--- src/core/isp_pkg.sv ---
// Package: special register numbers, bit positions and reset values of the SPR bank
`default_nettype none
package isp_pkg;
  // Big-endian bit n of a register sits at vector index MSB_IDX - n
  localparam int          MSB_IDX       = 31;
  localparam int          DATA_W        = 32;
  localparam int          SPR_NUM_W     = 10;

  // Special register numbers
  localparam logic [9:0]  SPR_PM_CTL0   = 10'h3B8;
  localparam logic [9:0]  SPR_CLK_CFG   = 10'h3F1;
  localparam logic [9:0]  SPR_IMPL_CTL0 = 10'h3F0;

  // implementation_control_0 fields
  localparam int          IC0_BHT_EN    = MSB_IDX - 29;
  localparam int          IC0_BTC_DIS   = MSB_IDX - 30;

  // clock_config_readback fields
  localparam int          PLL_CFG_W     = 4;
  localparam int          CLK_PLL_LSB   = MSB_IDX - 3;

  // perf_monitor_control_0 fields
  localparam int          PM0_FRZ_ALL   = MSB_IDX - 0;
  localparam int          PM0_FRZ_SUP   = MSB_IDX - 1;
  localparam int          PM0_FRZ_USR   = MSB_IDX - 2;
  localparam int          PM0_FRZ_MSET  = MSB_IDX - 3;
  localparam int          PM0_FRZ_MCLR  = MSB_IDX - 4;
  localparam int          PM0_IRQ_EN    = MSB_IDX - 5;
  localparam int          PM0_FRZ_IRQ   = MSB_IDX - 6;
  localparam int          PM0_TB_IRQ    = MSB_IDX - 9;
  localparam int          PM0_TRIGGER   = MSB_IDX - 18;

  // Table sizes handed to the predictor
  localparam int          BHT_ENTRIES   = 512;
  localparam int          BTC_ENTRIES   = 64;

  // Reset values
  localparam logic [31:0] IC0_RESET     = 32'h0000_0000;
  localparam logic [31:0] PM0_RESET     = 32'h0000_0000;
  localparam logic [31:0] ZERO_WORD     = 32'h0000_0000;

  // One move-to / move-from special register request
  typedef struct packed {
    logic [9:0]  num;
    logic        wr;
    logic        rd;
    logic [31:0] wdata;
  } isp_spr_req_s;

  // Answer to a request, one cycle later
  typedef struct packed {
    logic        ack;
    logic        priv_fault;
    logic        unmapped;
    logic [31:0] rdata;
  } isp_spr_rsp_s;
endpackage
`default_nettype wire

--- src/core/isp_spr_bank.sv ---
// Module: implementation special registers for branch prediction and monitor control
// Functional notes
// - History enable bit 29 selects table prediction, clear means static prediction.
// - History enable bit resets to zero at power-on.
// - History table keeps training while disabled for prediction.
// - Target cache disable clear: cache predicts and accepts new entries.
// - Disable set: cache invalidated, treated empty, no allocation until cleared.
// - Set then clear disable in two writes flushes; cache returns empty and enabled.
// - Clock readback register 1009 supervisor-only; bits 0-3 show PLL inputs.
// - Clock readback bits 4-31 read zero; whole register read-only.
// - Monitor control 0 is 32-bit register 952, supervisor read and write only.
// - Monitor control 0 resets to zero; reads leave it unchanged.
// - Bit 0 set: counters never changed by hardware.
// - Bit 1 set and supervisor state: counters frozen.
// - Bit 2 set and user state: counters frozen.
// - Bit 3 set and process mark one: counters frozen.
// - Bit 4 set and process mark zero: counters frozen.
// - Bit 5 gates monitor interrupt signalling.
// - Hardware clears bit 5 on interrupt; software re-arms it.
// - Bit 6 clear: interrupt does not change counting.
// - Bit 6 set: interrupt freezes counter 1, others too when trigger is zero.
// - Bit 9 set: timebase bit rising edge signals an interrupt.
// - Bit 18 holds counters 2-4 until counter 1 bit 0 or an interrupt.
`default_nettype none
module isp_spr_bank #(
  parameter int PLL_W = isp_pkg::PLL_CFG_W
) (
  input  wire logic                  i_sys_clk,       // Core clock, 25 MHz
  input  wire logic                  i_rst_n,         // Power-on reset, async, low
  input  wire isp_pkg::isp_spr_req_s i_spr_req,       // Move-to/from register request
  input  wire logic                  i_privilege_state_bit, // 1 user, 0 supervisor
  input  wire logic                  i_process_mark_bit,    // Process mark of machine state
  input  wire logic [PLL_W-1:0]      i_pll_cfg,       // PLL config pins, [3] is cfg bit 0
  input  wire logic                  i_cnt_neg_irq,   // Qualified counter-negative condition
  input  wire logic                  i_tb_rise,       // Selected timebase bit rose
  input  wire logic                  i_cnt1_bit0,     // Sign bit of event_counter_1
  output var  isp_pkg::isp_spr_rsp_s o_spr_rsp,       // Answer, one cycle after request
  output logic                       o_bht_predict_en,// Use branch_history_table
  output logic                       o_bht_update_en, // Train branch_history_table
  output logic                       o_btc_enable,    // Use and fill branch_target_cache
  output logic                       o_btc_invalidate,// Hold branch_target_cache empty
  output logic                       o_pm_irq,        // Monitor interrupt pulse
  output logic                       o_cnt1_freeze,   // Hold event_counter_1
  output logic                       o_cntx_freeze    // Hold event_counters 2 to 4
);
  ////////////////////////////////////////////////////////////////////////////
  logic [31:0] ic0_q;
  logic [31:0] pm0_q;
  logic [31:0] pm0_d;
  logic        irq_frozen_q;
  logic        trig_open_q;
  logic        sup;
  logic        req;
  logic        wr_ic0;
  logic        wr_pm0;
  logic        irq_ev;
  logic        frz_base;
  logic        frz1_d;
  logic        frzx_d;

  function automatic logic hit(input logic [9:0] num, input logic [9:0] spr);
    hit = (num == spr);
  endfunction

  assign sup    = ~i_privilege_state_bit;
  assign req    = i_spr_req.wr | i_spr_req.rd;
  assign wr_ic0 = i_spr_req.wr & sup & hit(i_spr_req.num, isp_pkg::SPR_IMPL_CTL0);
  assign wr_pm0 = i_spr_req.wr & sup & hit(i_spr_req.num, isp_pkg::SPR_PM_CTL0);

  ////////////////////////////////////////////////////////////////////////////
  // implementation_control_0
  always_ff @(posedge i_sys_clk or negedge i_rst_n) begin
    if (!i_rst_n) begin
      ic0_q <= isp_pkg::IC0_RESET;
    end else if (wr_ic0) begin
      ic0_q <= isp_pkg::ZERO_WORD;
      ic0_q[isp_pkg::IC0_BHT_EN]  <= i_spr_req.wdata[isp_pkg::IC0_BHT_EN];
      ic0_q[isp_pkg::IC0_BTC_DIS] <= i_spr_req.wdata[isp_pkg::IC0_BTC_DIS];
    end
  end

  always_ff @(posedge i_sys_clk or negedge i_rst_n) begin
    if (!i_rst_n) begin
      o_bht_predict_en <= 1'b0;
      o_bht_update_en  <= 1'b0;
      o_btc_enable     <= 1'b0;
      o_btc_invalidate <= 1'b0;
    end else begin
      o_bht_predict_en <= ic0_q[isp_pkg::IC0_BHT_EN];
      o_bht_update_en  <= 1'b1;
      o_btc_enable     <= ~ic0_q[isp_pkg::IC0_BTC_DIS];
      o_btc_invalidate <= ic0_q[isp_pkg::IC0_BTC_DIS];
    end
  end

  ////////////////////////////////////////////////////////////////////////////
  // perf_monitor_control_0 and monitor interrupt
  assign irq_ev = pm0_q[isp_pkg::PM0_IRQ_EN] &
                  (i_cnt_neg_irq | (pm0_q[isp_pkg::PM0_TB_IRQ] & i_tb_rise));

  always_comb begin
    pm0_d = pm0_q;
    if (wr_pm0) begin
      pm0_d = i_spr_req.wdata;
    end
    if (irq_ev) begin
      pm0_d[isp_pkg::PM0_IRQ_EN] = 1'b0;
    end
  end

  always_ff @(posedge i_sys_clk or negedge i_rst_n) begin
    if (!i_rst_n) begin
      pm0_q <= isp_pkg::PM0_RESET;
    end else begin
      pm0_q <= pm0_d;
    end
  end

  always_ff @(posedge i_sys_clk or negedge i_rst_n) begin
    if (!i_rst_n) begin
      o_pm_irq <= 1'b0;
    end else begin
      o_pm_irq <= irq_ev;
    end
  end

  // Sticky freeze after an interrupt, released by a supervisor write to the register in a cycle without a new interrupt
  always_ff @(posedge i_sys_clk or negedge i_rst_n) begin
    if (!i_rst_n) begin
      irq_frozen_q <= 1'b0;
    end else if (irq_ev) begin
      irq_frozen_q <= 1'b1;
    end else if (wr_pm0) begin
      irq_frozen_q <= 1'b0;
    end
  end

  // Trigger opens on counter 1 sign bit or an interrupt; closed again by a write
  always_ff @(posedge i_sys_clk or negedge i_rst_n) begin
    if (!i_rst_n) begin
      trig_open_q <= 1'b0;
    end else if (i_cnt1_bit0 | irq_ev) begin
      trig_open_q <= 1'b1;
    end else if (wr_pm0) begin
      trig_open_q <= 1'b0;
    end
  end

  ////////////////////////////////////////////////////////////////////////////
  // Counter freeze
  always_comb begin
    frz_base = pm0_q[isp_pkg::PM0_FRZ_ALL]
             | (pm0_q[isp_pkg::PM0_FRZ_SUP]  & ~i_privilege_state_bit)
             | (pm0_q[isp_pkg::PM0_FRZ_USR]  &  i_privilege_state_bit)
             | (pm0_q[isp_pkg::PM0_FRZ_MSET] &  i_process_mark_bit)
             | (pm0_q[isp_pkg::PM0_FRZ_MCLR] & ~i_process_mark_bit);
    frz1_d   = frz_base | (pm0_q[isp_pkg::PM0_FRZ_IRQ] & (irq_frozen_q | irq_ev));
    frzx_d   = frz_base
             | (pm0_q[isp_pkg::PM0_FRZ_IRQ] & ~pm0_q[isp_pkg::PM0_TRIGGER]
                & (irq_frozen_q | irq_ev))
             | (pm0_q[isp_pkg::PM0_TRIGGER] & ~(trig_open_q | i_cnt1_bit0 | irq_ev));
  end

  always_ff @(posedge i_sys_clk or negedge i_rst_n) begin
    if (!i_rst_n) begin
      o_cnt1_freeze <= 1'b0;
      o_cntx_freeze <= 1'b0;
    end else begin
      o_cnt1_freeze <= frz1_d;
      o_cntx_freeze <= frzx_d;
    end
  end

  ////////////////////////////////////////////////////////////////////////////
  // Request answer: read data, privilege fault, unmapped number
  always_ff @(posedge i_sys_clk or negedge i_rst_n) begin
    if (!i_rst_n) begin
      o_spr_rsp <= '0;
    end else begin
      o_spr_rsp.ack        <= req;
      o_spr_rsp.priv_fault <= 1'b0;
      o_spr_rsp.unmapped   <= 1'b0;
      o_spr_rsp.rdata      <= isp_pkg::ZERO_WORD;
      if (req) begin
        if (!(hit(i_spr_req.num, isp_pkg::SPR_IMPL_CTL0) |
              hit(i_spr_req.num, isp_pkg::SPR_PM_CTL0) |
              hit(i_spr_req.num, isp_pkg::SPR_CLK_CFG))) begin
          o_spr_rsp.unmapped <= 1'b1;
        end else if (!sup) begin
          o_spr_rsp.priv_fault <= 1'b1;
        end else if (i_spr_req.rd && !i_spr_req.wr) begin
          if (hit(i_spr_req.num, isp_pkg::SPR_IMPL_CTL0)) begin
            o_spr_rsp.rdata <= ic0_q;
          end else if (hit(i_spr_req.num, isp_pkg::SPR_PM_CTL0)) begin
            o_spr_rsp.rdata <= pm0_q;
          end else begin
            o_spr_rsp.rdata[isp_pkg::CLK_PLL_LSB +: PLL_W] <= i_pll_cfg;
          end
        end
      end
    end
  end

  ////////////////////////////////////////////////////////////////////////////
  // Assertions
  logic clk_wr;
  assign clk_wr = i_spr_req.wr & hit(i_spr_req.num, isp_pkg::SPR_CLK_CFG);

  bht_reset_a: assert property (@(posedge i_sys_clk)
    $rose(i_rst_n) |-> !o_bht_predict_en)
    else $error("history table enabled out of reset");

  bht_follow_a: assert property (@(posedge i_sys_clk) disable iff (!i_rst_n)
    wr_ic0 |-> ##2 o_bht_predict_en == $past(i_spr_req.wdata[isp_pkg::IC0_BHT_EN], 2))
    else $error("history enable did not follow write");

  btc_flush_a: assert property (@(posedge i_sys_clk) disable iff (!i_rst_n)
    o_btc_invalidate |-> !o_btc_enable)
    else $error("target cache usable while invalidated");

  clk_ro_a: assert property (@(posedge i_sys_clk) disable iff (!i_rst_n)
    (clk_wr && !irq_ev) |=> $stable(ic0_q) && $stable(pm0_q))
    else $error("write to readback register changed state");

  clk_read_a: assert property (@(posedge i_sys_clk) disable iff (!i_rst_n)
    o_spr_rsp.ack |-> o_spr_rsp.rdata[isp_pkg::CLK_PLL_LSB-1:0] == '0 ||
      !$past(hit(i_spr_req.num, isp_pkg::SPR_CLK_CFG)))
    else $error("readback reserved bits not zero");

  pm_priv_a: assert property (@(posedge i_sys_clk) disable iff (!i_rst_n)
    (i_spr_req.wr && i_privilege_state_bit && !irq_ev) |=> $stable(pm0_q))
    else $error("user write changed monitor control");

  irq_clear_a: assert property (@(posedge i_sys_clk) disable iff (!i_rst_n)
    o_pm_irq |-> !pm0_q[isp_pkg::PM0_IRQ_EN] ##1 !o_pm_irq)
    else $error("interrupt enable not cleared after signal");

  irq_gate_a: assert property (@(posedge i_sys_clk) disable iff (!i_rst_n)
    !pm0_q[isp_pkg::PM0_IRQ_EN] |=> !o_pm_irq)
    else $error("interrupt signalled while disabled");

  frz_all_a: assert property (@(posedge i_sys_clk) disable iff (!i_rst_n)
    pm0_q[isp_pkg::PM0_FRZ_ALL] |=> o_cnt1_freeze && o_cntx_freeze)
    else $error("counters not frozen by freeze_all_counters");

  frz_irq_a: assert property (@(posedge i_sys_clk) disable iff (!i_rst_n)
    (irq_ev && pm0_q[isp_pkg::PM0_FRZ_IRQ] && !wr_pm0) |=> o_cnt1_freeze [*2])
    else $error("counter 1 not frozen after interrupt");

  frz_user_a: assert property (@(posedge i_sys_clk) disable iff (!i_rst_n)
    (pm0_q[isp_pkg::PM0_FRZ_USR] && i_privilege_state_bit) |=> o_cnt1_freeze)
    else $error("counter 1 counting in user state");

  frz_sup_a: assert property (@(posedge i_sys_clk) disable iff (!i_rst_n)
    (pm0_q[isp_pkg::PM0_FRZ_SUP] && !i_privilege_state_bit) |=> o_cnt1_freeze && o_cntx_freeze)
    else $error("counters counting in supervisor state");

  frz_mset_a: assert property (@(posedge i_sys_clk) disable iff (!i_rst_n)
    (pm0_q[isp_pkg::PM0_FRZ_MSET] && i_process_mark_bit) |=> o_cnt1_freeze && o_cntx_freeze)
    else $error("counters counting with mark set");

  frz_mclr_a: assert property (@(posedge i_sys_clk) disable iff (!i_rst_n)
    (pm0_q[isp_pkg::PM0_FRZ_MCLR] && !i_process_mark_bit) |=> o_cnt1_freeze && o_cntx_freeze)
    else $error("counters counting with mark clear");

  bht_train_a: assert property (@(posedge i_sys_clk) disable iff (!i_rst_n)
    1'b1 |=> o_bht_update_en)
    else $error("history table training stopped");

  bht_static_a: assert property (@(posedge i_sys_clk) disable iff (!i_rst_n)
    !ic0_q[isp_pkg::IC0_BHT_EN] |=> !o_bht_predict_en)
    else $error("history prediction on while disabled");

  btc_use_a: assert property (@(posedge i_sys_clk) disable iff (!i_rst_n)
    !ic0_q[isp_pkg::IC0_BTC_DIS] |=> o_btc_enable && !o_btc_invalidate)
    else $error("target cache not usable while enabled");

  btc_empty_a: assert property (@(posedge i_sys_clk) disable iff (!i_rst_n)
    ic0_q[isp_pkg::IC0_BTC_DIS] |=> o_btc_invalidate)
    else $error("target cache not held empty");

  btc_back_a: assert property (@(posedge i_sys_clk) disable iff (!i_rst_n)
    (wr_ic0 && !i_spr_req.wdata[isp_pkg::IC0_BTC_DIS]) |-> ##2 o_btc_enable && !o_btc_invalidate)
    else $error("target cache not back after flush");

  clk_user_a: assert property (@(posedge i_sys_clk) disable iff (!i_rst_n)
    (req && !sup && hit(i_spr_req.num, isp_pkg::SPR_CLK_CFG)) |=>
      o_spr_rsp.priv_fault && o_spr_rsp.rdata == '0)
    else $error("readback register open to user state");

  clk_pll_a: assert property (@(posedge i_sys_clk) disable iff (!i_rst_n)
    (i_spr_req.rd && !i_spr_req.wr && sup && hit(i_spr_req.num, isp_pkg::SPR_CLK_CFG)) |=>
      o_spr_rsp.rdata[isp_pkg::CLK_PLL_LSB +: PLL_W] == $past(i_pll_cfg))
    else $error("readback does not show PLL pins");

  pm_reset_a: assert property (@(posedge i_sys_clk)
    $rose(i_rst_n) |-> pm0_q == isp_pkg::PM0_RESET)
    else $error("monitor control not zero out of reset");

  pm_read_a: assert property (@(posedge i_sys_clk) disable iff (!i_rst_n)
    (i_spr_req.rd && !i_spr_req.wr && !irq_ev) |=> $stable(pm0_q))
    else $error("read changed monitor control");

  irq_tb_a: assert property (@(posedge i_sys_clk) disable iff (!i_rst_n)
    (pm0_q[isp_pkg::PM0_IRQ_EN] && pm0_q[isp_pkg::PM0_TB_IRQ] && i_tb_rise) |=> o_pm_irq)
    else $error("timebase edge gave no interrupt");

  frz_noirq_a: assert property (@(posedge i_sys_clk) disable iff (!i_rst_n)
    (irq_ev && !pm0_q[isp_pkg::PM0_FRZ_IRQ] && !frz_base && !pm0_q[isp_pkg::PM0_TRIGGER])
      |=> !o_cnt1_freeze && !o_cntx_freeze)
    else $error("interrupt froze counters with bit 6 clear");

  trig_hold_a: assert property (@(posedge i_sys_clk) disable iff (!i_rst_n)
    (pm0_q[isp_pkg::PM0_TRIGGER] && !trig_open_q && !i_cnt1_bit0 && !irq_ev) |=> o_cntx_freeze)
    else $error("chained counters not held by trigger");

  trig_free_a: assert property (@(posedge i_sys_clk) disable iff (!i_rst_n)
    (!pm0_q[isp_pkg::PM0_TRIGGER] && !frz_base && !pm0_q[isp_pkg::PM0_FRZ_IRQ])
      |=> !o_cntx_freeze)
    else $error("chained counters held without cause");

  ack_pulse_a: assert property (@(posedge i_sys_clk) disable iff (!i_rst_n)
    req |=> o_spr_rsp.ack)
    else $error("request not answered");

  user_frz_c:  cover property (@(posedge i_sys_clk) disable iff (!i_rst_n)
    o_cnt1_freeze && i_privilege_state_bit);
  clk_read_c:  cover property (@(posedge i_sys_clk) disable iff (!i_rst_n)
    o_spr_rsp.ack && o_spr_rsp.rdata != '0);

  irq_cov_c:   cover property (@(posedge i_sys_clk) disable iff (!i_rst_n) o_pm_irq);
  flush_cov_c: cover property (@(posedge i_sys_clk) disable iff (!i_rst_n)
    $fell(o_btc_invalidate));
  trig_cov_c:  cover property (@(posedge i_sys_clk) disable iff (!i_rst_n)
    $fell(o_cntx_freeze) && pm0_q[isp_pkg::PM0_TRIGGER]);
endmodule
`default_nettype wire

--- config.mk ---
export PLATFORM = sky130hd
export DESIGN_NAME = isp_spr_bank
export DESIGN_NICKNAME = d
export VERILOG_FILES = /design/src/core/isp_pkg.sv /design/src/core/isp_spr_bank.sv
export SDC_FILE = /design/constraint.sdc
export NUM_CORES = 1
export LEC_CHECK = 0
export BUFFER_PORTS_ARGS = -buffer_cell sky130_fd_sc_hd__buf_4
export CORE_MARGIN = 4
export CORE_UTILIZATION = 50
export CTS_BUF_LIST = sky130_fd_sc_hd__clkbuf_4 sky130_fd_sc_hd__clkbuf_8 sky130_fd_sc_hd__clkbuf_16
export CTS_CLUSTER_SIZE = 8
export DETAILED_ROUTE_END_ITERATION = 6
export GPL_ROUTABILITY_DRIVEN = 0
export PLACE_DENSITY = 0.88
export SLEW_MARGIN = 20
export SYNTH_ARGS = -nofsm -noshare
export SYNTH_HDL_FRONTEND = slang
export SYNTH_SLANG_ARGS = --single-unit
--- constraint.sdc ---
create_clock -name i_sys_clk -period 1.51 [get_ports i_sys_clk]
set_input_delay 0.0755 -clock i_sys_clk [delete_from_list [all_inputs] [get_ports i_sys_clk]]
set_output_delay 0.0755 -clock i_sys_clk [all_outputs]
set_load 0.005 [all_outputs]
# ---- Word-level counts from Yosys, hierarchy flattened
# Index checks and enable logic that the tools add are counted.
dict set report totals {
  ff_bits 78
  out_inout_bits 42
  elab_cells 71
}
dict set report op_classes {
  n_eq_ne 3
  mux 15
  n_bitwise 33
  n_reduce_logical 4
}
# cell n
set op_table {}
lappend op_table {{32-bit two-way mux} 4}
lappend op_table {{34-bit two-way mux} 1}
lappend op_table {{10-bit == test, second input constant} 3}
lappend op_table {{28-bit two-way mux} 1}
lappend op_table {{27-bit two-way mux} 1}
lappend op_table {{1-bit bitwise OR} 15}
lappend op_table {{1-bit AND} 13}
lappend op_table {{1-bit two-way mux} 7}
lappend op_table {{1-bit inverter} 5}
lappend op_table {{4-bit two-way mux} 1}
lappend op_table {{2-bit nonzero test} 2}
lappend op_table {{1-bit logical AND} 1}
lappend op_table {{1-bit zero test} 1}

# ---- Depth between registers and ports, before layout
# Gate-level depths: netlist of run 1.
dict set report depth {
  word_depth 8
  mapped_depth 6
  depth_no_buf 3
}

# ---- Least setup slack after synthesis of run 1
# OpenSTA, ideal clock, no wires.
dict set report synth_timing {
  path_type {reg-to-reg}
  startpoint {reg pm0_q[28]}
  endpoint {reg o_cntx_freeze}
  setup_ns 0.160
  arrival_time_ns 1.190
  path_slack_ns 0.160
  path_stages_with_launch 4
  n_path_buf 0
  synth_period_minus_slack_ns 1.350
  path_cell_list {dfrtp_1 -> mux2_2 -> a2111oi_0 -> o311ai_0}
}
dict set report synth_between {
  elab_chain_cells 5
}
# item line
set synth_rtl {}
lappend synth_rtl {{start: declaration} isp_spr_bank.sv:48} ;# logic [31:0] pm0_q;
lappend synth_rtl {{start signal: assignment} isp_spr_bank.sv:113} ;# pm0_q <= isp_pkg::PM0_RESET;
lappend synth_rtl {{start signal: assignment} isp_spr_bank.sv:115} ;# pm0_q <= pm0_d;
lappend synth_rtl {{1-bit AND} isp_spr_bank.sv:155} ;# | (pm0_q[isp_pkg::PM0_FRZ_MSET] & i_process_mark_bit)
lappend synth_rtl {{1-bit bitwise OR} isp_spr_bank.sv:155}
lappend synth_rtl {{1-bit bitwise OR} isp_spr_bank.sv:156} ;# | (pm0_q[isp_pkg::PM0_FRZ_MCLR] & ~i_process_mark_bit);
lappend synth_rtl {{1-bit bitwise OR} isp_spr_bank.sv:159} ;# | (pm0_q[isp_pkg::PM0_FRZ_IRQ] & ~pm0_q[isp_pkg::PM0_TRIGGER]
lappend synth_rtl {{1-bit bitwise OR} isp_spr_bank.sv:161} ;# | (pm0_q[isp_pkg::PM0_TRIGGER] & ~(trig_open_q | i_cnt1_bit0 | irq_ev));
lappend synth_rtl {{net frzx_d} isp_spr_bank.sv:59} ;# logic frzx_d;
lappend synth_rtl {{end signal: assignment} isp_spr_bank.sv:170} ;# o_cntx_freeze <= frzx_d;
lappend synth_rtl {{end: declaration} isp_spr_bank.sv:44} ;# output logic o_cntx_freeze
# The timed path passes the listed nets, and every way through them passes these cells.
# A chain may end at the register's enable or synchronous reset.

# ---- Worst setup path after layout of run 1
dict set report layout_timing {
  startpoint {in i_spr_req[32] (netlist name)}
  endpoint {reg o_spr_rsp[33] (netlist name)}
}
dict set report layout_between {
  elab_chain_cells 2
}
# item line
set layout_rtl {}
lappend layout_rtl {{start: declaration} isp_spr_bank.sv:30} ;# input wire isp_pkg::isp_spr_req_s i_spr_req,
lappend layout_rtl {{1-bit bitwise OR} isp_spr_bank.sv:66} ;# assign req = i_spr_req.wr | i_spr_req.rd;
lappend layout_rtl {{net req} isp_spr_bank.sv:53} ;# logic req;
lappend layout_rtl {{34-bit two-way mux} isp_spr_bank.sv:184} ;# if (req) begin
lappend layout_rtl {{end: declaration} isp_spr_bank.sv:37} ;# output var isp_pkg::isp_spr_rsp_s o_spr_rsp,
# The timed path passes the listed nets, and every way through them passes these cells.

==> results of run 1 <==
[cell usage in the layout (no fill, tap or decap), types with 2 or more instances in the layout]
master and n:
dlygate4sd3_1 39, mux2_2 7, dfrtp_1 78, inv_1 4, o21ai_0 3, mux2_4 27, nor2b_1 5, and2_1 26
a22oi_1 6, clkbuf_8 12, clkinv_2 2, buf_4 98, nor3_1 2, nor2_1 7, buf_12 3
[metal layers]
| metal | global-route usage (%) | up-vias | part of all wire [%] |
|---|---|---|---|
| met5 | 0 | - | 0 |
| met4 | 10.9 | 0 | 3.1 |
| met3 | 4.76 | 20 | 5.8 |
| met2 | 36.7 | 77 | 54 |
| met1 | 24.9 | 1011 | 38 |
| li1 | - | 941 | - |
[logic make-up (layout without fill, tap and decap cells)]
| logic type | Yosys count | in the layout | synth area share [%] |
|---|---|---|---|
| muxes | 35 | 35 | 16.6 |
| and+or+nand+nor | 52 | 52 | 11.4 |
| DFF | 78 | 78 | 65.5 |
| other | 1 | 1 | 0.126 |
| buffers and inverters | 11 | 160 | 2.31 |
| AOI/OAI and AO/OA | 16 | 16 | 4.03 |
[layout make-up]
| class | count | area, um2 |
|---|---|---|
| clock buffer | 13 | 173 |
| sequential | 78 | 1950 |
| fill | 343 | 1230 |
| clock inverter | 3 | 17.5 |
| tap | 72 | 90.1 |
| inverter | 4 | 15.0 |
| multi-input combinational | 104 | 978 |
| timing repair buffer | 140 | 1190 |
[metrics by stage]
step | instance area (um2) | util, % | setup TNS (ps)
after floorplan | 2980 | - | 0
after global placement | 3810 | 67.5 | 0
after detailed placement | 3810 | 67.5 | -77.2
after CTS | 4390 | 77.8 | 0
after global routing | 4410 | 78.2 | 0
final | 4410 | 78.2 | 0
[worst min path at each step]
| stage | from | to | slack [ps] | cells after the start |
|---|---|---|---|---|
| 2_1_floorplan | i_rst_n | ic0_q[1] | -220 | 0 |
| 3_3_place_gp | i_rst_n | o_btc_invalidate | 20 | 1 |
| 3_5_place_dp | i_rst_n | o_btc_enable | 20 | 1 |
| 4_1_cts | i_privilege_state_bit | o_spr_rsp[33] | 5 | 2 |
| 5_1_grt | i_privilege_state_bit | o_spr_rsp[33] | 30 | 2 |
| 6_report | i_spr_req[26] | pm0_q[26] | 30 | 3 |
[power groups by stage]
stage	combinational [mW]	sequential, mW	clock [mW]
after floorplan	0.0398	2.15	0
after global placement	0.216	2.15	0
after detailed placement	0.222	2.15	0
after CTS	0.306	2.11	1.50
after global routing	0.339	2.11	1.61
final	0.312	2.11	1.47
[worst max-delay path, delay by kind of cell]
kind	cells	cell delay [ps]
buffers and inverters	4	1360
AND/OR/NAND/NOR	2	250
[repair_timing]
| item | CTS | global route |
|---|---|---|
| hold endpoints to repair | 70 | 0 |
| setup buffers | 0 | 0 |
| resized for setup | 1 | 3 |
| hold buffers | 39 | 0 |
| endpoints found under the setup margin | 2 | 28 |
==> metrics.md, run 1 <==
| Metric | Value |
|---|---|
| Initial antenna violation count | `0` |
| VDD IR max | `roughly 580 uV` |
| First-pass GRT wire length | `approximately 12 mm` |
| Post-route setup slack | `48.3 ps` |
| Unrepaired setup endpoints after global routing | `no` |
| Max-cap violations | `0` |
| Seq/Total Area, Yosys | `65.5%` |
| Synth warn | `0` |
| Setup crit start kind | `primary input` |
| WL per Instance | `around 18 um` |
| Final Hold Viols | `0` |
| Starting Density | `a little over half` |
| Reg2reg setup slack | `around 140 ps` |
| Initial DRT Pass Iterations | `4` |
| Syn Inst Count | `~190` |
| Leading area contributor after synthesis | `dfrtp_1` |
| Clock root cell | `clkbuf_8` |
| Fraction of final layout cells sized beyond drive strength 1 | `45.9%` |
| Comb pwr share | `around 8%` |
| Crit-path max FO | `2` |
| Top cells by area, synth | `dfrtp_1, mux2_4, and2_1, mux2_2, a22oi_1` |
| CP peak stage delay | `a little under 600 ps` |
| Final nets | `392` |
| Via count | `slightly above 2000` |
| Core outline area | `~0.0056 mm2` |
| CTS Buf Count | `9` |
| Synthesized area | `around 0.0030 mm2` |
| FF-to-FF path depth | `3` |
| Finished Layout Cells | `414` |
| Cell Count Post-Placement | `around 360` |
| Top reg by flops | `o_spr_rsp` |
| Clk_lat worst skew | `between 300 and 400 ps` |
| Max Freq | `684 MHz` |
| Pre-CTS WS | `-61.4 ps` |
| Post-synth top cells | `dfrtp_1, mux2_4, and2_1` |
| Unique cell type count in the Yosys netlist | `33` |
| Outcome | `finished, final reports clean` |
| Slowest cell on the critical path | `dlygate4sd3_1` |
| Min cycle time layout | `1460 ps` |
| Most common flop cell mapped by yosys | `dfrtp_1` |
| Pwr Total | `around 3.9 mW` |
| Worst hold slack | `around 25 ps` |
| Num rows | `27` |
| Final Skew | `between 7 and 8 ps` |
| Critical path's most frequent cell | `dlygate4sd3_1` |
| #FFs+latches synth | `roughly 80` |
| Capture point of the worst reg-to-reg path | `o_cntx_freeze` |
| CTS tree | `built` |
| Top flop regs | `o_spr_rsp x35, pm0_q x32, ic0_q x2` |
| Critical R2R Launch | `pm0_q[28]` |
| Sequential Power Share | `between 50% and 60%` |
| Synthesized area per cell | `around 15 um2` |
| Sw frac | `between 20% and 30%` |
| Setup CP Type | `in2reg` |
| Register clock-pin slew on the reported worst setup and hold paths | `~80 ps` |
| Most numerous cell in the Yosys netlist | `dfrtp_1` |
| Critical Path Source | `i_spr_req[32]` |
| Clock network fraction of total power | `between 30% and 40%` |
| Sw power | `around 0.85 mW` |
| Worst Path Arrival | `around 1700 ps` |
| Antenna Nets Post-Route | `0` |
| Drc violations | `0` |
| CP required | `around 1700 ps` |
| Clock Sinks | `slightly below 80` |
| Crit-path cells | `dlygate4sd3_1, buf_4, nor2_1, dlygate4sd3_1, inv_1, and3_1` |
| Leak | `approximately 2.3 nW` |
| Synthesized Nets | `roughly 250` |
| Die Ht | `about 85 um` |
| Async set-reset flop share out of synthesis | `100%` |
| # IOs | `97` |
| IO buf count | `96` |
| Final period util | `about 97%` |
| Antenna Diode Count | `0` |
| Synth top area share | `between 60% and 70%` |
| GR Util All Layers | `a little over a fifth` |
| Die width | `85.2 um` |
| Worst Hold Class | `in2reg` |
| Post-synth EDFFs | `0` |
| Pint | `slightly above 3 mW` |
| CP endpoint | `o_spr_rsp[33]` |
| Area Overhead vs Synth | `48.2%` |
| Remaining Overflow, GRT | `0` |
| DR iter-0 viols | `just over 90` |
| Post-Route WL | `roughly 7.3 mm` |
| Final Setup Violations | `0` |
| Largest net degree at the start of global routing | `50` |
| Number of flip-flops in the largest register | `35` |
| Number of global-route vias before repair | `between 2000 and 2500` |
| CTS H-tree depth | `3` |
| Die area | `0.00725 mm2` |
| DP HPWL | `between 4 and 5 mm` |
| PD cells | `around 880 mW/mm2` |
| CP endpoint kind | `register` |
| Clk buf depth | `2` |
| Via density | `between 4 and 5` |
| Final Max Tran Viols | `0` |
No activity file was read; power rests on OpenSTA's default activity.
==> run 2: changes to the inputs <==
GPL_ROUTABILITY_DRIVEN = 1   (was 0)
REMOVE_ABC_BUFFERS = 1   (was default)
==> run 2 against run 1 <==
Against the previous run:
- total power up 12%
- critical path depth stayed put
- largest cell class unchanged
- cell count is the same
- sequential cell count did not move
==> metrics.md, run 2 (synthesized netlist as in run 1, its figures left out) <==
| Metric | Value |
|---|---|
| Outcome | `finished, final reports clean` |
| CP peak stage delay | `540 ps` |
| Unrepaired setup endpoints after global routing | `no` |
| CP required | `around 1700 ps` |
| Die area | `0.00725 mm2` |
| Drc violations | `0` |
| Crit-path max FO | `17` |
| CTS H-tree depth | `3` |
| Sw frac | `between 20 and 25%` |
| Setup CP Type | `in2reg` |
| Clk_lat worst skew | `350 ps` |
| Sequential Power Share | `around 48%` |
| Final Hold Viols | `0` |
| Capture point of the worst reg-to-reg path | `o_cntx_freeze` |
| Comb pwr share | `7.0%` |
| Pint | `approximately 3.5 mW` |
| VDD IR max | `about 850 uV` |
| # IOs | `slightly below 100` |
| Remaining Overflow, GRT | `0` |
| Worst Path Arrival | `approximately 1700 ps` |
| Min cycle time layout | `about 1500 ps` |
| Hold endpoint | `o_spr_rsp[31]` |
| Post-Route WL | `6.97 mm` |
| PD cells | `about 970 mW/mm2` |
| Number of flip-flops in the largest register | `35` |
| FF-to-FF path depth | `3` |
| Clock root cell | `clkbuf_8` |
| Core outline area | `roughly 0.0056 mm2` |
| CP Buf/Inv Count | `3` |
| Top flop regs | `o_spr_rsp x35, pm0_q x32, ic0_q x2` |
| Initial antenna violation count | `0` |
| Reg2reg setup slack | `~60 ps` |
| Worst Hold Class | `in2reg` |
| Final Setup Violations | `0` |
| Starting Density | `52.8%` |
| Largest net degree at the start of global routing | `42` |
| DP HPWL | `roughly 4.7 mm` |
| Setup Buffers After CTS | `0` |
| Commonest non-fill, non-tap cell in the layout | `buf_4` |
| CTS Buf Count | `9` |
| IO buf count | `96` |
| Setup crit start kind | `primary input` |
| Initial DRT Pass Iterations | `4` |
| Final period util | `approximately 98%` |
| Hold path depth | `3` |
| Die width | `between 80 and 90 um` |
| Final Max Tran Viols | `0` |
| Post-route setup TNS | `0 ps` |
| Antenna Nets Post-Route | `0` |
| GR Util All Layers | `19.9%` |
| Register clock-pin slew on the reported worst setup and hold paths | `around 70 ps` |
| Max-cap violations | `0` |
| CP delay by family, top | `buffers and inverters` |
| WL per Instance | `16.8 um` |
| Final nets | `a little under 400` |
| Number of global-route vias before repair | `approximately 2200` |
| Fraction of final layout cells sized beyond drive strength 1 | `a little under half` |
| Clock Sinks | `between 70 and 80` |
| Min-delay src | `i_pll_cfg[3]` |
| Top reg by flops | `o_spr_rsp` |
| Via count | `2095` |
| Critical R2R Launch | `pm0_q[28]` |
| Max Freq | `between 600 and 700 MHz` |
| Worst hold slack | `15.3 ps` |
| First-pass GRT wire length | `11.0 mm` |
| Leak | `about 2.4 nW` |
| Antenna Diode Count | `0` |
| Final Skew | `slightly above 10 ps` |
| Slowest cell on the critical path | `dlygate4sd3_1` |
| Area Overhead vs Synth | `50.2%` |
| Via density | `5.06` |
| Num rows | `27` |
| Pwr Total | `4.36 mW` |
| CTS tree | `built` |
| Gpl congestion | `0.793` |
| Die Ht | `about 85 um` |
| Crit-path cells | `dlygate4sd3_1, buf_4, nor2b_1, nand4_4, buf_12, mux2_4` |
| DR iter-0 viols | `67` |
| Clk buf depth | `2` |
| Sw power | `between 0.8 and 0.9 mW` |
| Clock network fraction of total power | `between 40% and 50%` |
| CP endpoint kind | `register` |
| Commonest non-fill, non-tap cells in the layout | `buf_4, dfrtp_1, dlygate4sd3_1` |
## run 2: metrics by stage
step | instances | setup slack [ps] | cell area, um2 | utilization (%)
6_report | 414 | 32.9 | 4470 | 79.3
4_1_cts | 414 | 53.4 | 4470 | 79.3
5_1_grt | 414 | 26.1 | 4470 | 79.3
2_1_floorplan | 186 | -55.1 | 2920 | -
3_5_place_dp | 360 | -43.9 | 3830 | 67.9
3_3_place_gp | 360 | 54.4 | 3830 | 67.9
## run 2: power groups by stage
stage	Clock, mW	Sequential, mW	Combinational (mW)
after floorplan	0	2.15	0.0392
after global placement	0	2.15	0.217
after detailed placement	0	2.15	0.225
after CTS	1.97	2.11	0.307
after global routing	2.07	2.11	0.332
final	1.94	2.11	0.304
## run 2: worst reg2reg max path, stage by stage, from the launching register on
cell,delay (ps)
dfrtp_1,420
mux2_2,290
a2111oi_2,420
o311ai_1,180
## run 2: routing by layer
layer  part of all wire [%]  routed length [um]  GRT usage (%)
met3                    6.2                 434           5.53
met5                      0                   0              0
met1                     37                2590           22.8
met4                    2.5                 175           9.06
met2                     54                3770           34.5
## run 2: layout make-up
type	count	area, um2
Sequential cell	78	1950
Timing Repair Buffer	140	1200
Fill cell	320	1170
Multi-Input combinational cell	104	963
Clock buffer	11	151
Clock inverter	5	105
Tap cell	72	90.1
Inverter	4	15.0
## run 2: how the worst max path moves through the flow
stage | from | endpoint | cells after the start
2_1_floorplan | i_spr_req[35] | pm0_q[0] | 3
3_3_place_gp | pm0_q[28] | o_cntx_freeze | 3
3_5_place_dp | pm0_q[28] | o_cntx_freeze | 3
4_1_cts | pm0_q[28] | o_cntx_freeze | 3
5_1_grt | i_spr_req[34] | pm0_q[28] | 6
6_report | i_spr_req[34] | pm0_q[21] | 6
## run 2: timing repair
| item | in CTS | in global routing |
|---|---|---|
| gates resized for setup | 2 | 1 |
| hold endpoints to repair | 118 | 0 |
| hold buffers | 38 | 0 |
| cloned | 0 | 0 |
| setup endpoints to repair | 2 | 1 |
==> run 3: changes to the inputs <==
CORE_UTILIZATION = 38   (was 50)
PLACE_DENSITY = 0.72   (was 0.88)
==> run 3 against run 2 <==
Against the previous run:
- setup slack improved by 59 ps
- final area is 0.14% higher
- first-iteration DRC count decreased by 67%
- critical path type unchanged
- die area increased by 28%
- highest routed layer unchanged
- hold slack improved by 9.7 ps
- utilization fell by 21 points
- critical path depth unchanged
- fmax rose by 4.2%
- cell count rose by 7.5%
- clock skew decreased by 3.2 ps
- routed wire length is 10% lower
- sequential power about the same
==> metrics.md, run 3 (synthesized netlist as in run 1, its figures left out) <==
| Metric | Value |
|---|---|
| Outcome | `finished, final reports clean` |
| CTS Buf Count | `9` |
| CP required | `between 1500 and 2000 ps` |
| Die Ht | `96.5 um` |
| DP HPWL | `4.27 mm` |
| Remaining Overflow, GRT | `0` |
| Commonest non-fill, non-tap cell in the layout | `buf_4` |
| Setup Buffers After CTS | `0` |
| IO buf count | `96` |
| Final Setup Violations | `0` |
| Post-Route WL | `6.25 mm` |
| Area Overhead vs Synth | `50.4%` |
| Commonest non-fill, non-tap cells in the layout | `buf_4, dfrtp_1, dlygate4sd3_1` |
| Clk_lat worst skew | `around 330 ps` |
| Setup CP Type | `in2reg` |
| Max-cap violations | `0` |
| Final Max Tran Viols | `0` |
| Clk buf depth | `2` |
| Antenna Nets Post-Route | `0` |
| Worst Path Arrival | `around 1600 ps` |
| Die width | `96.5 um` |
| Max Freq | `a little over 700 MHz` |
| Clock Sinks | `78` |
| Top reg by flops | `o_spr_rsp` |
| Multi-input logic area | `just under 0.001 mm2` |
| Fillers | `between 600 and 700` |
| Setup crit start kind | `primary input` |
| PD cells | `923 mW/mm2` |
| Cell Count Post-Placement | `just under 400` |
| CTS tree | `built` |
| Crit-path cells | `dlygate4sd3_1, buf_4, nor2b_2, nand4_4, buf_12, mux2_4` |
| Crit-path max FO | `19` |
| Final Hold Viols | `0` |
| First-pass GRT wire length | `about 10 mm` |
| Leak | `between 2 and 2.5 nW` |
| CTS H-tree depth | `3` |
| FF+latch area | `between 0.0015 and 0.002 mm2` |
| Starting Density | `~39%` |
| # IOs | `97` |
| Via count | `around 2000` |
| Unrepaired setup endpoints after global routing | `no` |
| Final nets | `393` |
| Finished Layout Cells | `approximately 450` |
| Antenna Diode Count | `0` |
| Drc violations | `0` |
| GR Util All Layers | `around 14%` |
| CP delay by family, top | `buffers and inverters` |
| Worst Hold Class | `in2reg` |
| Gpl congestion | `approximately 0.68` |
| VDD IR max | `615 uV` |
| Post-route cell area | `between 0.004 and 0.005 mm2` |
| Num rows | `32` |
| CP endpoint kind | `register` |
| CP peak stage delay | `around 540 ps` |
| Placed Area | `approximately 0.0039 mm2` |
| DR iter-0 viols | `22` |
| Largest net degree at the start of global routing | `79` |
| Via density | `between 4 and 5` |
| Fraction of final layout cells sized beyond drive strength 1 | `roughly 46%` |
| Final Skew | `approximately 7 ps` |
| Die area | `~0.0093 mm2` |
| Top flop regs | `o_spr_rsp x35, pm0_q x32, ic0_q x2` |
| Slowest cell on the critical path | `dlygate4sd3_1` |
| Min cycle time layout | `~1400 ps` |
| Number of flip-flops in the largest register | `35` |
| Worst hold slack | `25.0 ps` |
| Final period util | `between 90% and 100%` |
| CP Buf/Inv Count | `3` |
| Register clock-pin slew on the reported worst setup and hold paths | `around 80 ps` |
| WL per Instance | `between 10 and 15 um` |
| Core outline area | `around 0.0077 mm2` |
| Initial DRT Pass Iterations | `4` |
| Number of global-route vias before repair | `2149` |
| Initial antenna violation count | `0` |
| Clock root cell | `clkbuf_8` |
-- run 3: per-layer routing --
metal	vias up	track usage (%)	routed length (um)
met1	961	17.2	2600
met3	8	3.80	410
li1	951	-	-
met5	-	0	0
met4	0	5.61	74
met2	60	24.5	3160
-- run 3: through the flow --
step                      setup WS (ps)  power, mW  utilization, %  setup TNS [ps]
after detailed placement          -51.6       2.37            50.2           -51.6
final                              92.0       4.14            58.3               0
after floorplan                   -55.1       2.19               -           -1680
after global placement             16.0       2.37            50.2               0
after global routing               50.7       4.31            58.3               0
after CTS                          15.1       4.21            58.2               0
-- run 3: final timing paths --
kind | startpoint | end | slack, ps | cells after the start
max | i_spr_req[34] | pm0_q[8] | 90 | 6
min | i_pll_cfg[3] | o_spr_rsp[31] | 30 | 3
max reg2reg | pm0_q[28] | o_cntx_freeze | 130 | 3
min reg2reg | ic0_q[2] | o_bht_predict_en | 410 | 0
max in group asynchronous | i_rst_n | pm0_q[13] | 880 | 3
min in group asynchronous | i_rst_n | o_spr_rsp[14] | 300 | 3
-- run 3: repair_timing --
action,4_1_cts,5_1_grt
hold buffers,38,0
endpoints found under the setup margin,2,34
endpoints found under the hold margin,118,0
resized for setup,1,2
-- run 3: final cells by class --
type / instances / area share, %
sequential: 78 / 43.6
timing repair buffer: 141 / 26.6
multi-input combinational: 104 / 21.6
clock buffer: 13 / 3.58
tap: 102 / 2.85
clock inverter: 3 / 1.51
inverter: 4 / 0.335
-- run 3: power breakdown --
group,switching [mW],total (mW),internal [mW]
Clock,0.695,1.73,1.03
Combinational,0.108,0.299,0.192
Sequential,0.00680,2.11,2.10
-- run 3: worst min-delay path, cell delays in order --
cell and delay, ps:
buf_4 80, a22oi_1 70, nor2_1 90
